--- config.mk ---
export PLATFORM = sky130hd
export DESIGN_NAME = rss_ops
export DESIGN_NICKNAME = d
export VERILOG_FILES = /design/src/core/rss_pkg.sv /design/src/core/rss_ops.sv
export VERILOG_INCLUDE_DIRS = /design/src /design/src/core
export SDC_FILE = /design/constraint.sdc
export NUM_CORES = 1
export LEC_CHECK = 0
export ABC_AREA = 1
export BUFFER_PORTS_ARGS = -buffer_cell sky130_fd_sc_hd__buf_2
export CORE_UTILIZATION = 47
export CTS_BUF_LIST = sky130_fd_sc_hd__clkbuf_4
export DETAILED_ROUTE_END_ITERATION = 7
export PLACE_DENSITY = 0.84
export SYNTH_ARGS = -nofsm -noshare
export SYNTH_HDL_FRONTEND = slang
export SYNTH_SLANG_ARGS = --single-unit
--- constraint.sdc ---
create_clock -name aclk -period 2.14 [get_ports aclk]
set_clock_uncertainty 0.2 [all_clocks]
set_input_delay 0.214 -clock aclk [delete_from_list [all_inputs] [get_ports aclk]]
set_output_delay 0.214 -clock aclk [all_outputs]
set_load 0.03 [all_outputs]
--- src/core/rss_cfg.svh ---
// register map, field positions, reset values and bus responses of the rotate/subtract/skip unit
// assumes a 32-bit AXI4-Lite slave with word-aligned registers
`ifndef RSS_CFG_SVH
`define RSS_CFG_SVH

// ----------------------------------------
// register byte offsets
// ----------------------------------------
`define RSS_OFF_CMD 8'h00
`define RSS_OFF_MEM 8'h04
`define RSS_OFF_WREG 8'h08
`define RSS_OFF_FLAGS 8'h0C
`define RSS_OFF_STAT 8'h10

// ----------------------------------------
// flag bit positions and flag field width
// ----------------------------------------
`define RSS_FLG_C 0
`define RSS_FLG_AUX 1
`define RSS_FLG_Z 2
`define RSS_FLG_OVF 3
`define RSS_FLG_SCMP 4
`define RSS_FLG_CZERO 5
`define RSS_FLG_W 6

// ----------------------------------------
// status bit positions
// ----------------------------------------
`define RSS_STAT_BUSY 0
`define RSS_STAT_SKIP 1

// ----------------------------------------
// reset values
// ----------------------------------------
`define RSS_RST_BYTE 8'h00
`define RSS_RST_FLAGS 6'h00

// ----------------------------------------
// bus responses
// ----------------------------------------
`define RSS_RESP_OKAY 2'b00
`define RSS_RESP_SLVERR 2'b10

`endif

--- src/core/rss_pkg.sv ---
// types shared by the rotate/subtract/skip unit
// assumes rss_cfg.svh provides the numeric constants
package rss_pkg;

  typedef enum logic [1:0] {
    RSS_OP_RRCA = 2'b00,
    RSS_OP_SBC = 2'b01,
    RSS_OP_SBCM = 2'b10,
    RSS_OP_SDZ = 2'b11
  } rss_op_e;

  typedef enum logic [1:0] {
    RSS_ST_IDLE = 2'b00,
    RSS_ST_EXEC = 2'b01,
    RSS_ST_NEXT = 2'b10,
    RSS_ST_DUMMY = 2'b11
  } rss_state_e;

endpackage

--- src/core/rss_ops.sv ---
// rotate-through-carry, subtract-with-borrow and decrement-skip datapath
// assumes one 200 MHz clock, synchronous active-low reset, AXI4-Lite slave
// Functional notes
// - rotate right through carry: old carry to bit 7, bit 0 to carry
// - rotate result goes to working register only; memory unchanged, only carry changes
// - subtract with borrow: wreg minus operand minus inverted carry into wreg
// - carry cleared when true difference negative, set when zero or positive
// - memory variant does the same subtraction and writes result to memory
// - both subtract variants update overflow, zero, aux carry, carry, compare, carry-zero
// - decrement memory byte by one, write back, test zero, no flag changes
// - zero result inserts a dummy cycle: three cycles, else two
`timescale 1ns/1ps
`include "rss_cfg.svh"

module rss_ops
(
  input wire logic aclk,
  input wire logic aresetn,
  input wire logic [7:0] s_axi_awaddr,
  input wire logic [2:0] s_axi_awprot,
  input wire logic s_axi_awvalid,
  output logic s_axi_awready,
  input wire logic [31:0] s_axi_wdata,
  input wire logic [3:0] s_axi_wstrb,
  input wire logic s_axi_wvalid,
  output logic s_axi_wready,
  output logic [1:0] s_axi_bresp,
  output logic s_axi_bvalid,
  input wire logic s_axi_bready,
  input wire logic [7:0] s_axi_araddr,
  input wire logic [2:0] s_axi_arprot,
  input wire logic s_axi_arvalid,
  output logic s_axi_arready,
  output logic [31:0] s_axi_rdata,
  output logic [1:0] s_axi_rresp,
  output logic s_axi_rvalid,
  input wire logic s_axi_rready,
  output logic busy,
  output logic mem_we,
  output logic [7:0] mem_wdata,
  output logic skip
);
  import rss_pkg::*;

  // ----------------------------------------
  // subtract-with-borrow flag function
  // ----------------------------------------
  // flags {carry-zero, compare, overflow, zero, aux carry, carry} above the result byte
  function automatic logic [13:0] sbc_calc(
    input logic [7:0] a,
    input logic [7:0] m,
    input logic cin,
    input logic zold
  );
    logic [8:0] diff;
    logic [4:0] nib;
    logic z;
    logic ovf;
    diff = {1'b0, a} - {1'b0, m} - {8'h00, ~cin};
    nib = {1'b0, a[3:0]} - {1'b0, m[3:0]} - {4'h0, ~cin};
    z = (diff[7:0] == 8'h00);
    ovf = (a[7] != m[7]) && (diff[7] != a[7]);
    sbc_calc = {z & zold, ovf ^ diff[7], ovf, z, ~nib[4], ~diff[8], diff[7:0]};
  endfunction

  // ----------------------------------------
  // state
  // ----------------------------------------
  rss_state_e state_q;
  rss_state_e state_d;
  rss_op_e op_q;
  logic [7:0] mem_q;
  logic [7:0] wreg_q;
  logic [5:0] flags_q;
  logic skip_q;
  logic mem_we_q;
  logic [7:0] mem_wdata_q;
  logic skip_pulse_q;
  logic aw_have_q;
  logic w_have_q;
  logic [7:0] aw_addr_q;
  logic [31:0] w_data_q;
  logic [3:0] w_strb_q;
  logic bvalid_q;
  logic [1:0] bresp_q;
  logic rvalid_q;
  logic [31:0] rdata_q;
  logic [1:0] rresp_q;

  // ----------------------------------------
  // write channel decode
  // ----------------------------------------
  wire aw_take = s_axi_awvalid && s_axi_awready;
  wire w_take = s_axi_wvalid && s_axi_wready;
  wire aw_ok = aw_have_q || aw_take;
  wire w_ok = w_have_q || w_take;
  wire do_wr = aw_ok && w_ok;
  wire [7:0] wr_addr = aw_have_q ? aw_addr_q : s_axi_awaddr;
  wire [31:0] wr_data = w_have_q ? w_data_q : s_axi_wdata;
  wire [3:0] wr_strb = w_have_q ? w_strb_q : s_axi_wstrb;
  wire wr_lane0 = wr_strb[0];
  wire idle = (state_q == RSS_ST_IDLE);
  wire wr_cmd = do_wr && (wr_addr == `RSS_OFF_CMD);
  wire wr_mem = do_wr && (wr_addr == `RSS_OFF_MEM);
  wire wr_wreg = do_wr && (wr_addr == `RSS_OFF_WREG);
  wire wr_flags = do_wr && (wr_addr == `RSS_OFF_FLAGS);
  wire wr_stat = do_wr && (wr_addr == `RSS_OFF_STAT);
  wire wr_hit = wr_cmd || wr_mem || wr_wreg || wr_flags || wr_stat;
  // software writes only land while idle so operands stay stable
  wire sw_en = idle && wr_lane0;
  wire start = wr_cmd && sw_en;

  assign s_axi_awready = !aw_have_q && !bvalid_q;
  assign s_axi_wready = !w_have_q && !bvalid_q;
  assign s_axi_bvalid = bvalid_q;
  assign s_axi_bresp = bresp_q;

  // ----------------------------------------
  // read channel decode
  // ----------------------------------------
  wire ar_take = s_axi_arvalid && s_axi_arready;
  wire [31:0] stat_word = {30'h0000_0000, skip_q, !idle};
  wire rd_cmd = (s_axi_araddr == `RSS_OFF_CMD);
  wire rd_mem = (s_axi_araddr == `RSS_OFF_MEM);
  wire rd_wreg = (s_axi_araddr == `RSS_OFF_WREG);
  wire rd_flags = (s_axi_araddr == `RSS_OFF_FLAGS);
  wire rd_stat = (s_axi_araddr == `RSS_OFF_STAT);
  wire rd_hit = rd_cmd || rd_mem || rd_wreg || rd_flags || rd_stat;
  logic [31:0] rd_word;

  always_comb
  begin
    rd_word = 32'h0000_0000;
    if (rd_cmd)
      rd_word = {30'h0000_0000, op_q};
    else if (rd_mem)
      rd_word = {24'h00_0000, mem_q};
    else if (rd_wreg)
      rd_word = {24'h00_0000, wreg_q};
    else if (rd_flags)
      rd_word = {26'h000_0000, flags_q};
    else if (rd_stat)
      rd_word = stat_word;
  end

  assign s_axi_arready = !rvalid_q;
  assign s_axi_rvalid = rvalid_q;
  assign s_axi_rdata = rdata_q;
  assign s_axi_rresp = rresp_q;

  // ----------------------------------------
  // datapath
  // ----------------------------------------
  wire cin = flags_q[`RSS_FLG_C];
  wire [7:0] rot_res = {cin, mem_q[7:1]};
  wire [13:0] sbc = sbc_calc(wreg_q, mem_q, cin, flags_q[`RSS_FLG_Z]);
  wire [7:0] dec_res = mem_q - 8'h01;
  wire dec_zero = (dec_res == 8'h00);
  wire exec = (state_q == RSS_ST_EXEC);

  logic [7:0] wreg_d;
  logic [7:0] mem_d;
  logic [5:0] flags_d;
  logic mem_we_d;

  always_comb
  begin
    wreg_d = wreg_q;
    mem_d = mem_q;
    flags_d = flags_q;
    mem_we_d = 1'b0;
    if (exec)
    begin
      case (op_q)
        RSS_OP_RRCA:
        begin
          wreg_d = rot_res;
          flags_d[`RSS_FLG_C] = mem_q[0];
        end
        RSS_OP_SBC:
        begin
          wreg_d = sbc[7:0];
          flags_d = sbc[13:8];
        end
        RSS_OP_SBCM:
        begin
          mem_d = sbc[7:0];
          mem_we_d = 1'b1;
          flags_d = sbc[13:8];
        end
        default:
        begin
          mem_d = dec_res;
          mem_we_d = 1'b1;
        end
      endcase
    end
    else if (sw_en)
    begin
      if (wr_mem)
        mem_d = wr_data[7:0];
      else if (wr_wreg)
        wreg_d = wr_data[7:0];
      else if (wr_flags)
        flags_d = wr_data[`RSS_FLG_W-1:0];
    end
  end

  // ----------------------------------------
  // sequencer
  // ----------------------------------------
  // two cycles per operation; a zero decrement adds the dummy slot
  always_comb
  begin
    state_d = state_q;
    case (state_q)
      RSS_ST_IDLE:
        if (start)
          state_d = RSS_ST_EXEC;
      RSS_ST_EXEC:
        state_d = RSS_ST_NEXT;
      RSS_ST_NEXT:
        if (skip_q)
          state_d = RSS_ST_DUMMY;
        else
          state_d = RSS_ST_IDLE;
      default:
        state_d = RSS_ST_IDLE;
    endcase
  end

  always_ff @(posedge aclk)
  begin
    if (!aresetn)
    begin
      state_q <= RSS_ST_IDLE;
      op_q <= RSS_OP_RRCA;
      mem_q <= `RSS_RST_BYTE;
      wreg_q <= `RSS_RST_BYTE;
      flags_q <= `RSS_RST_FLAGS;
      skip_q <= 1'b0;
      mem_we_q <= 1'b0;
      mem_wdata_q <= `RSS_RST_BYTE;
      skip_pulse_q <= 1'b0;
    end
    else
    begin
      state_q <= state_d;
      mem_q <= mem_d;
      wreg_q <= wreg_d;
      flags_q <= flags_d;
      mem_we_q <= mem_we_d;
      if (mem_we_d)
        mem_wdata_q <= mem_d;
      if (start)
        op_q <= rss_op_e'(wr_data[1:0]);
      if (start)
        skip_q <= 1'b0;
      else if (exec)
        skip_q <= (op_q == RSS_OP_SDZ) && dec_zero;
      skip_pulse_q <= (state_d == RSS_ST_DUMMY);
    end
  end

  assign busy = !idle;
  assign mem_we = mem_we_q;
  assign mem_wdata = mem_wdata_q;
  assign skip = skip_pulse_q;

  // ----------------------------------------
  // bus handshake registers
  // ----------------------------------------
  always_ff @(posedge aclk)
  begin
    if (!aresetn)
    begin
      aw_have_q <= 1'b0;
      w_have_q <= 1'b0;
      aw_addr_q <= 8'h00;
      w_data_q <= 32'h0000_0000;
      w_strb_q <= 4'h0;
      bvalid_q <= 1'b0;
      bresp_q <= `RSS_RESP_OKAY;
      rvalid_q <= 1'b0;
      rdata_q <= 32'h0000_0000;
      rresp_q <= `RSS_RESP_OKAY;
    end
    else
    begin
      if (aw_take)
        aw_addr_q <= s_axi_awaddr;
      if (w_take)
      begin
        w_data_q <= s_axi_wdata;
        w_strb_q <= s_axi_wstrb;
      end
      aw_have_q <= aw_ok && !do_wr;
      w_have_q <= w_ok && !do_wr;
      if (do_wr)
      begin
        bvalid_q <= 1'b1;
        bresp_q <= wr_hit ? `RSS_RESP_OKAY : `RSS_RESP_SLVERR;
      end
      else if (s_axi_bready)
        bvalid_q <= 1'b0;
      if (ar_take)
      begin
        rvalid_q <= 1'b1;
        rdata_q <= rd_word;
        rresp_q <= rd_hit ? `RSS_RESP_OKAY : `RSS_RESP_SLVERR;
      end
      else if (s_axi_rready)
        rvalid_q <= 1'b0;
    end
  end

endmodule

==> summary.txt, run 1 <==
Die
  – Die extent in x: 102 um
  – Num rows: 36
  – Core area: 9770 sq um
  – Starting Density: 48.3%
  – Die Span Y: 102 um
  – Top-Level Pins: 117
  – Die area: 10500 sq um

Placed design
  – Gp weighted congestion: 1.02
  – Placed Area: 5350 sq um
  – Input/output buffers: 57
  – Detailed Place HPWL: 9990 um

Status
  – Status: finished, violations left
  – Failing checks: setup timing

CTS
  – Num CTS Buffers: 9
  – CTS tree: built
  – Clock latency on the worst-skew pair: 0.44 ns
  – Maximum clock path buffer count: 2
  – CTS clock-pin slew for the worst setup and hold paths: 0.14 ns
  – Sinks on Clock Net: 68
  – Root Driver: clkbuf_4
  – Htree depth: 3

STA
  – Final hold vios: 0
  – RSZ-0062 raised after global routing: true
  – Worst setup margin: -0.228 ns
  – Min cycle time layout: 2.37 ns
  – Tcrit/Tclk final: 111%
  – Slew Viols, Final: 0
  – Worst hold margin: 0.00951 ns
  – Final Setup Violations: 24
  – Peak Freq: 422 MHz

Global route
  – Initial antenna violation count: 0
  – First-pass GRT wire length: 23300 um
  – Total gr overflow: 0
  – Largest net degree at the start of global routing: 26
  – Vias in the first global route: 4996
  – Total GRT Usage: 29.2%

Synth
  – Synth async-reset ratio: 0%
  – Area leader, netlist: dfxtp_1
  – Seq/Total Area, Yosys: 28.8%
  – Synth top area share: 28.8%
  – Synth Area in Compound Gates: 14.8%
  – Mapped Avg Cell Area: 6.32 sq um
  – Yosys warning total: 0
  – Synthesized flop and latch total: 68
  – Synth top area cells: dfxtp_1, nand2_1, inv_1
  – Post-synth cell types: 42
  – Mux cell area share after synthesis: 0.636%
  – EDFF count, synth: 0
  – Post-Synth Adder-Cell Area: 6.14%
  – Most frequently used flop master after synthesis: dfxtp_1
  – Main combinational cell family by area after synthesis: simple AND/OR/NAND/NOR gates
  – Post-Synth XOR/XNOR Area: 0.556%
  – Post-Synthesis Cell Area: 4720 sq um
  – Fraction of the mapped netlist area in simple logic gates: 34.0%
  – Syn Inst Count: 748

Final layout
  – Area grow syn2layout: 35.3%
  – Layout cells sized above 1: 29.8%
  – Ant. Diodes: 0
  – Post-layout instance area: 6390 sq um
  – Final Net Count: 972

Power and ir drop
  – VDD IR max: 413 uV
  – Leakage: 0.00308 uW
  – PD cells: 455 nW/um^2

Route
  – Antenna viol nets, final: 0
  – Total Wirelength: 15500 um
  – DR DRC count: 0
  – First drt pass iteration count: 6
  – Via Count: 5455
  – WL per Instance: 15.2 um
  – Vias/cell: 5.34
  – Drt initial violations: 450

Critical path
  – Critical path arrival: 2.56 ns
  – Worst setup SP type: flop
  – Crit path kind: flop to flop
  – Worst r2r path cells: 13
  – Crit path max fanout: 2
  – WP data required: 2.33 ns
  – Critical Path End Type: flop

Run
  – Max-cap violations: 0

Min path
  – Min-delay worst type: input pin to flop
  – Hold path depth: 5
[power by group]
part	total (uW)	switching (uW)	leakage [uW]	internal [uW]
logic	565	371	0.00245	193
clock network	999	530	0.0000784	469
registers	1340	30.0	0.000559	1310
[routing by layer]
metal / vias to the layer above / share of wire (%) / track usage (%)
li1: 2600 / - / -
met1: 2502 / 39 / 34.8
met2: 284 / 47 / 50.2
met3: 69 / 8.1 / 5.27
met4: 0 / 5.4 / 15.1
met5: - / 0 / 0
[area by class of cell]
class / count / area [sq um]
well taps: 133 / 166
repair buffers: 148 / 1090
multi-input cells: 551 / 3200
fillers: 800 / 3380
clock buffers: 9 / 67.6
flip-flops and latches: 68 / 1380
clock inverters: 6 / 88.8
inverters: 107 / 407
[path summary, 6_finish.rpt]
check / start / to / slack, ns
worst max-delay path: wreg_q[0] / flags_q[5] / -0.23
worst min-delay path: s_axi_araddr[7] / s_axi_rresp[1] / 0.01
worst max register to register: wreg_q[0] / flags_q[5] / -0.23
worst min register to register: aw_addr_q[6] / aw_addr_q[6] / 0.27
[cells by family after synthesis]
logic type,after synthesis
simple gates,368
xor+xnor,3
other cells,1
flops,68
buf+inv,154
compound gates,129
fa+ha+maj,22
mux,3
[metrics by stage]
step	cells	worst slack, ns	TNS, ns	util (%)	total power, uW
3_5_place_dp	966	-0.215	-2.68	54.8	1820
5_1_grt	1022	-0.324	-4.70	65.4	3010
6_report	1022	-0.228	-2.46	65.4	2910
3_3_place_gp	966	-0.181	-1.66	54.8	1810
4_1_cts	1020	-0.123	-0.864	62.9	2860
2_1_floorplan	773	-0.00931	-0.00931	-	1740
[cells in the mapped netlist, types with 2 or more instances]
| cell type | number |
|---|---|
| o21ai_0 | 53 |
| buf_6 | 4 |
| a21oi_1 | 60 |
| inv_2 | 5 |
| nor2_4 | 3 |
| nand3_1 | 55 |
| nand4_1 | 8 |
| o22ai_1 | 3 |
| clkinv_1 | 2 |
| fa_1 | 2 |
| o211ai_1 | 3 |
| ha_1 | 20 |
| mux2i_1 | 3 |
| buf_4 | 26 |
| nor2_2 | 5 |
| clkbuf_1 | 15 |
| nor3_1 | 7 |
| o21ai_2 | 2 |
| nand2_2 | 4 |
| inv_1 | 99 |
| o21ai_1 | 3 |
| nor2_1 | 98 |
| nand3b_1 | 2 |
| xor2_1 | 2 |
| nand2_1 | 176 |
| nand2_4 | 5 |
| dfxtp_1 | 68 |
[repair_timing]
action,CTS,global route
pin swaps,36,38
hold buffers,38,0
endpoints found under the setup margin,28,37
endpoints found under the hold margin,26,0
resized for setup,82,62
setup buffers,1,2
[registers in the layout (all words and copies together) (netlist names)]
name,flops
aw_addr_q,8
aw_have_q,1
flags_q,6
mem_q,8
mem_wdata,8
mem_we,1
op_q,2
s_axi_bresp,1
s_axi_bvalid,1
s_axi_rdata,8
s_axi_rresp,1
s_axi_rvalid,1
skip,1
skip_q,1
state_q,2
w_data_q,8
w_have_q,1
w_strb_q,1
wreg_q,8
[placed cells by master (no fill, tap or decap), types with 2 or more instances in the layout]
master	count
o21ai_4	2
o211ai_1	3
a21oi_1	47
buf_6	3
nand4_1	8
ha_4	8
fa_2	2
o22ai_1	2
clkbuf_4	9
a21oi_2	14
mux2i_1	3
nor2_4	6
clkinv_1	2
clkinvlp_4	2
nand3_2	11
dfxtp_1	57
nand3b_1	2
buf_4	49
nand2_4	18
nor2_2	9
nand3_1	45
buf_2	57
nor3_1	6
inv_2	16
nand2_2	27
o21ai_1	10
o21ai_2	7
nand2_1	139
inv_1	87
xor2_1	2
bufinv_16	2
o21ai_0	40
dlygate4sd3_1	38
ha_1	12
conb_1	26
nor2_1	91
dfxtp_2	11
inv_4	2
[critical path, stage by stage (launching register included)]
cell      delay [ns]
dfxtp_2         0.34
inv_2           0.06
fa_2            0.20
inv_2           0.05
fa_2            0.33
inv_2           0.10
nand2_4         0.09
nand2_4         0.11
nand3b_1        0.20
nand2_4         0.15
nand3_2         0.11
nor2_4          0.15
nand3_2         0.09
a21oi_2         0.13
Note: power is estimated with default switching activity, not from simulation.
==> run 2: changes to the inputs <==
- RECOVER_POWER: default -> 50
==> summary.txt, run 2 (synthesis results as in run 1) <==
Final layout
  – Final Net Count: 972
  – Commonest non-fill, non-tap cell in the layout: nand2_1
  – Area grow syn2layout: 34.6%
  – Fin cells: 1022
  – Ant. Diodes: 0
  – Post-layout instance area: 6360 sq um
  – Most frequent cells in the layout: nand2_1, nor2_1, inv_1, dfxtp_1, buf_4
  – Layout cells sized above 1: 27.3%

STA
  – Tcrit/Tclk final: 112%
  – Peak Freq: 419 MHz
  – Worst setup margin: -0.247 ns
  – RSZ-0062 raised after global routing: true
  – Slew Viols, Final: 0
  – Worst hold margin: 0.0159 ns
  – Min cycle time layout: 2.39 ns
  – Final Setup Violations: 24
  – Final hold vios: 0

Die
  – Die Span Y: 102 um
  – Starting Density: 48.3%
  – Die area: 10500 sq um
  – Die extent in x: 102 um
  – Top-Level Pins: 117
  – Num rows: 36
  – Core area: 9770 sq um

Route
  – Via Count: 5454
  – Total Wirelength: 15500 um
  – Met3 wire len: 1330 um
  – Routed met1 length: 6070 um
  – DR DRC count: 0
  – First drt pass iteration count: 6
  – Top sig layer: met4
  – Vias/cell: 5.34
  – Antenna viol nets, final: 0
  – WL per Instance: 15.2 um
  – Metal2 WL: 7460 um
  – Drt initial violations: 411

Global route
  – Initial antenna violation count: 0
  – Total gr overflow: 0
  – Total GRT Usage: 29.2%
  – Vias in the first global route: 4996
  – First-pass GRT wire length: 23300 um
  – Largest net degree at the start of global routing: 26

CTS
  – Root Driver: clkbuf_4
  – Num CTS Buffers: 9
  – Sinks on Clock Net: 68
  – CTS clock-pin slew for the worst setup and hold paths: 0.13 ns
  – CTS tree: built
  – Clock latency on the worst-skew pair: 0.43 ns
  – Maximum clock path buffer count: 2
  – Htree depth: 3

Power and ir drop
  – Leakage: 0.00299 uW
  – PD cells: 455 nW/um^2
  – Overall power: 2900 uW
  – VDD IR max: 414 uV

Critical path
  – R2r startpoint: wreg_q[0]
  – Critical path arrival: 2.57 ns
  – Crit path max fanout: 2
  – Critical Path Max Stage Delay: 0.34 ns
  – Crit path launch: wreg_q[0]
  – Critical Path End Type: flop
  – Crit path kind: flop to flop
  – Worst-path cell with the longest stage delay: dfxtp_2
  – CP delay by family, top: simple AND/OR/NAND/NOR gates
  – Cell Chain, Critical Path: inv_2 -> fa_2 -> inv_2 -> fa_2 -> inv_2 -> nand2_4 -> nand2_4 -> nand3b_1 -> nand2_4 -> nand3_2 -> nor2_4 -> nand3_2 -> a21oi_2
  – WP data required: 2.32 ns
  – Worst setup SP type: flop
  – Worst path buffer plus inverter count: 3

Status
  – Status: finished, violations left
  – Failing checks: setup timing

Placed design
  – Placed Area: 5350 sq um
  – DP Cell Count: 966
  – Gp weighted congestion: 1.02
  – Detailed Place HPWL: 9990 um
  – Dpl ws: -0.215 ns
  – Input/output buffers: 57

Min path
  – Min-delay worst type: input pin to flop
  – Hold_sp: s_axi_araddr[7]

Run
  – Max-cap violations: 0
## run 2: cell types whose count changed in the layout (fill, tap and decap cells not counted)
cell,previous run,this run
buf_2,57,36
o21ai_2,7,6
clkbuf_1,0,21
o21ai_0,40,41
## run 2: per-layer routing
layer / track usage (%) / up-vias
met5: 0 / -
met4: 15.1 / 0
met3: 5.27 / 57
met2: 50.2 / 310
met1: 34.8 / 2485
li1: - / 2602
## run 2: path summary, 6_finish.rpt
check / cells after the start / slack [ns] / to
max: 13 / -0.25 / flags_q[5]
min: 5 / 0.02 / s_axi_rresp[1]
max reg2reg: 13 / -0.25 / flags_q[5]
min reg2reg: 2 / 0.27 / aw_addr_q[6]
## run 2: metrics by stage
stage / TNS, ns / utilization, %
floorplan: -0.00931 / -
CTS: -0.864 / 62.9
global placement: -1.66 / 54.8
finish: -2.54 / 65.1
detailed placement: -2.68 / 54.8
global route: -5.08 / 65.1
## run 2: worst min-delay path, cell delays in order
cell     delay (ns)
buf_2          0.09
nor3_1         0.04
nand2_1        0.09
o21ai_0        0.08
a21oi_1        0.11
## run 2: final cells by class
class                           instances  area (sq um)
Clock inverter                          6          88.8
Multi-Input combinational cell        551          3200
Timing Repair Buffer                  148          1060
Clock buffer                            9          67.6
Tap cell                              133           166
Sequential cell                        68          1380
Inverter                              107           407
Fill cell                             810          3410
## run 2: repair_timing
item | 4_1_cts | 5_1_grt
hold buffers | 38 | 0
endpoints found under the setup margin | 28 | 37
endpoints found under the hold margin | 26 | 0
gates resized for setup | 82 | 62
setup buffers | 1 | 2
pin swaps | 36 | 38
## run 2: power by group
part           switching, uW  internal (uW)  total [uW]
Combinational            371            190         561
Clock                    525            469         993
Sequential              29.5           1310        1340
==> run 3: changes to the inputs <==
- CORE_ASPECT_RATIO: default -> 0.8
- CTS_CLUSTER_SIZE: default -> 28
==> summary.txt, run 3 (synthesis results as in run 1) <==
Status
  – Status: finished, violations left
  – Failing checks: setup timing

Power and ir drop
  – Sw Ratio: 32.2%
  – Sequential share of power: 46.7%
  – Combinational power share: 18.4%
  – VDD IR max: 466 uV
  – Sw power: 925 uW
  – Int Power: 1950 uW
  – PD cells: 451 nW/um^2
  – Leakage: 0.00299 uW
  – Clk network pwr share: 34.9%

Final layout
  – Layout cells sized above 1: 28.8%
  – Fin cells: 1018
  – Area grow syn2layout: 34.7%
  – Final Util: 65.7%
  – Fill cells: 792
  – Ant. Diodes: 0
  – Commonest non-fill, non-tap cell in the layout: nand2_1
  – Final Net Count: 965
  – Most frequent cells in the layout: nand2_1, nor2_1, inv_1, dfxtp_1, buf_4

CTS
  – CTS clock-pin slew for the worst setup and hold paths: 0.13 ns
  – Root Driver: clkbuf_4
  – Htree depth: 3
  – Sinks on Clock Net: 68
  – Num CTS Buffers: 9
  – Maximum clock path buffer count: 2
  – Clock latency on the worst-skew pair: 0.44 ns
  – CTS tree: built

Critical path
  – Crit path max fanout: 3
  – Worst-path cell with the longest stage delay: fa_2
  – Crit path kind: flop to flop
  – Critical Path Max Stage Delay: 0.54 ns
  – Crit path launch: flags_q[0]
  – Worst r2r path cells: 13
  – Most Frequent Cell on Critical Path: nand2_2
  – Worst setup SP type: flop
  – Worst path buffer plus inverter count: 3
  – Reg-to-reg slack, setup: -0.21 ns
  – R2r startpoint: flags_q[0]
  – WP data required: 2.27 ns
  – CP delay by family, top: adder cells
  – Critical Path End Type: flop
  – Critical path arrival: 2.47 ns
  – Cell Chain, Critical Path: inv_2 -> fa_2 -> inv_2 -> ha_4 -> buf_4 -> o21ai_4 -> nand2_1 -> nand2_1 -> nand2_2 -> nand2_2 -> nand2_2 -> nand2_2 -> a21oi_2
  – Worst r2r dst: mem_wdata[5]

Die
  – Die extent in x: 114 um
  – Die area: 10500 sq um
  – Top-Level Pins: 117
  – Starting Density: 48.8%
  – Core area: 9690 sq um
  – Die Span Y: 91.7 um
  – Num rows: 32

STA
  – Worst setup margin: -0.205 ns
  – Peak Freq: 426 MHz
  – Slew Viols, Final: 0
  – RSZ-0062 raised after global routing: true
  – Final hold vios: 0
  – Min cycle time layout: 2.35 ns
  – Tightest Pin Transition: 0.520 ns
  – Worst hold margin: 0.00774 ns
  – Slew headroom: 64.3%
  – Final Setup Violations: 24
  – Tcrit/Tclk final: 110%

Route
  – Antenna viol nets, final: 0
  – WL per Instance: 15.3 um
  – Met3 wire len: 1670 um
  – Total Wirelength: 15600 um
  – Drt initial violations: 504
  – DR DRC count: 0
  – Routed met1 length: 6230 um
  – Vias/cell: 5.32
  – First drt pass iteration count: 6
  – Metal2 WL: 7010 um
  – Via Count: 5412
  – Top sig layer: met4

Placed design
  – Dpl ws: -0.228 ns
  – Detailed Place HPWL: 9970 um
  – Input/output buffers: 57
  – DP Cell Count: 969
  – Gp weighted congestion: 0.975

Min path
  – Hold path depth: 5
  – Hold_sp: s_axi_araddr[0]
  – Worst Hold Endpoint: s_axi_rresp[1]
  – Min-delay worst type: input pin to flop

Global route
  – Total gr overflow: 0
  – Initial antenna violation count: 0
  – First-pass GRT wire length: 22800 um
  – Total GRT Usage: 27.8%
  – Largest net degree at the start of global routing: 43
  – Vias in the first global route: 4733

Run
  – Max-cap violations: 0
run 3: metrics by stage:
step	total power, uW	setup TNS [ns]	instance area (sq um)
2_1_floorplan	1740	-0.00931	4820
3_3_place_gp	1820	-1.82	5350
3_5_place_dp	1830	-2.73	5350
4_1_cts	2840	-0.508	5980
5_1_grt	2970	-4.36	6360
6_report	2870	-2.26	6360
run 3: repair_timing:
item | in CTS | in global routing
buffers inserted | 1 | 7
endpoints found under the hold margin | 25 | 0
endpoints found under the setup margin | 25 | 29
hold buffers | 26 | 0
resized for setup | 69 | 92
pin swaps | 21 | 46
run 3: worst max-delay path by stage:
stage / endpoint / slack (ns) / cells past startpoint
5_1_grt: flags_q[3] / -0.27 / 13
2_1_floorplan: flags_q[5] / -0.009 / 12
6_report: mem_wdata[5] / -0.21 / 13
4_1_cts: flags_q[3] / -0.09 / 13
3_5_place_dp: mem_q[7] / -0.23 / 13
3_3_place_gp: mem_wdata[7] / -0.15 / 12
run 3: cell type report:
class	instances	area [sq um]	area share (%)
Sequential cell	68	1370	21.6
Clock buffer	9	67.6	1.06
Multi-Input combinational cell	551	3310	52.0
Clock inverter	6	88.8	1.40
Inverter	107	407	6.39
Tap cell	136	170	2.67
Timing Repair Buffer	141	950	14.9
run 3: worst reg2reg max path, cell delays in order (launching register included):
cell and delay (ns):
dfxtp_2 0.36, inv_2 0.05, fa_2 0.54, inv_2 0.05, ha_4 0.16, buf_4 0.14, o21ai_4 0.16, nand2_1 0.08
nand2_1 0.08, nand2_2 0.11, nand2_2 0.09, nand2_2 0.07, nand2_2 0.11, a21oi_2 0.06
run 3: power groups by stage:
stage	registers [uW]	clock network, uW	logic, uW
after global placement	1370	0	450
final	1340	1000	529
after floorplan	1380	0	358
after CTS	1340	994	501
after detailed placement	1370	0	456
after global routing	1350	1040	574
run 3: routing by layer:
layer	track usage (%)	vias up
met3	7.27	80
met1	36.6	2404
li1	-	2584
met2	42.9	344
met5	0	-
met4	11.6	0
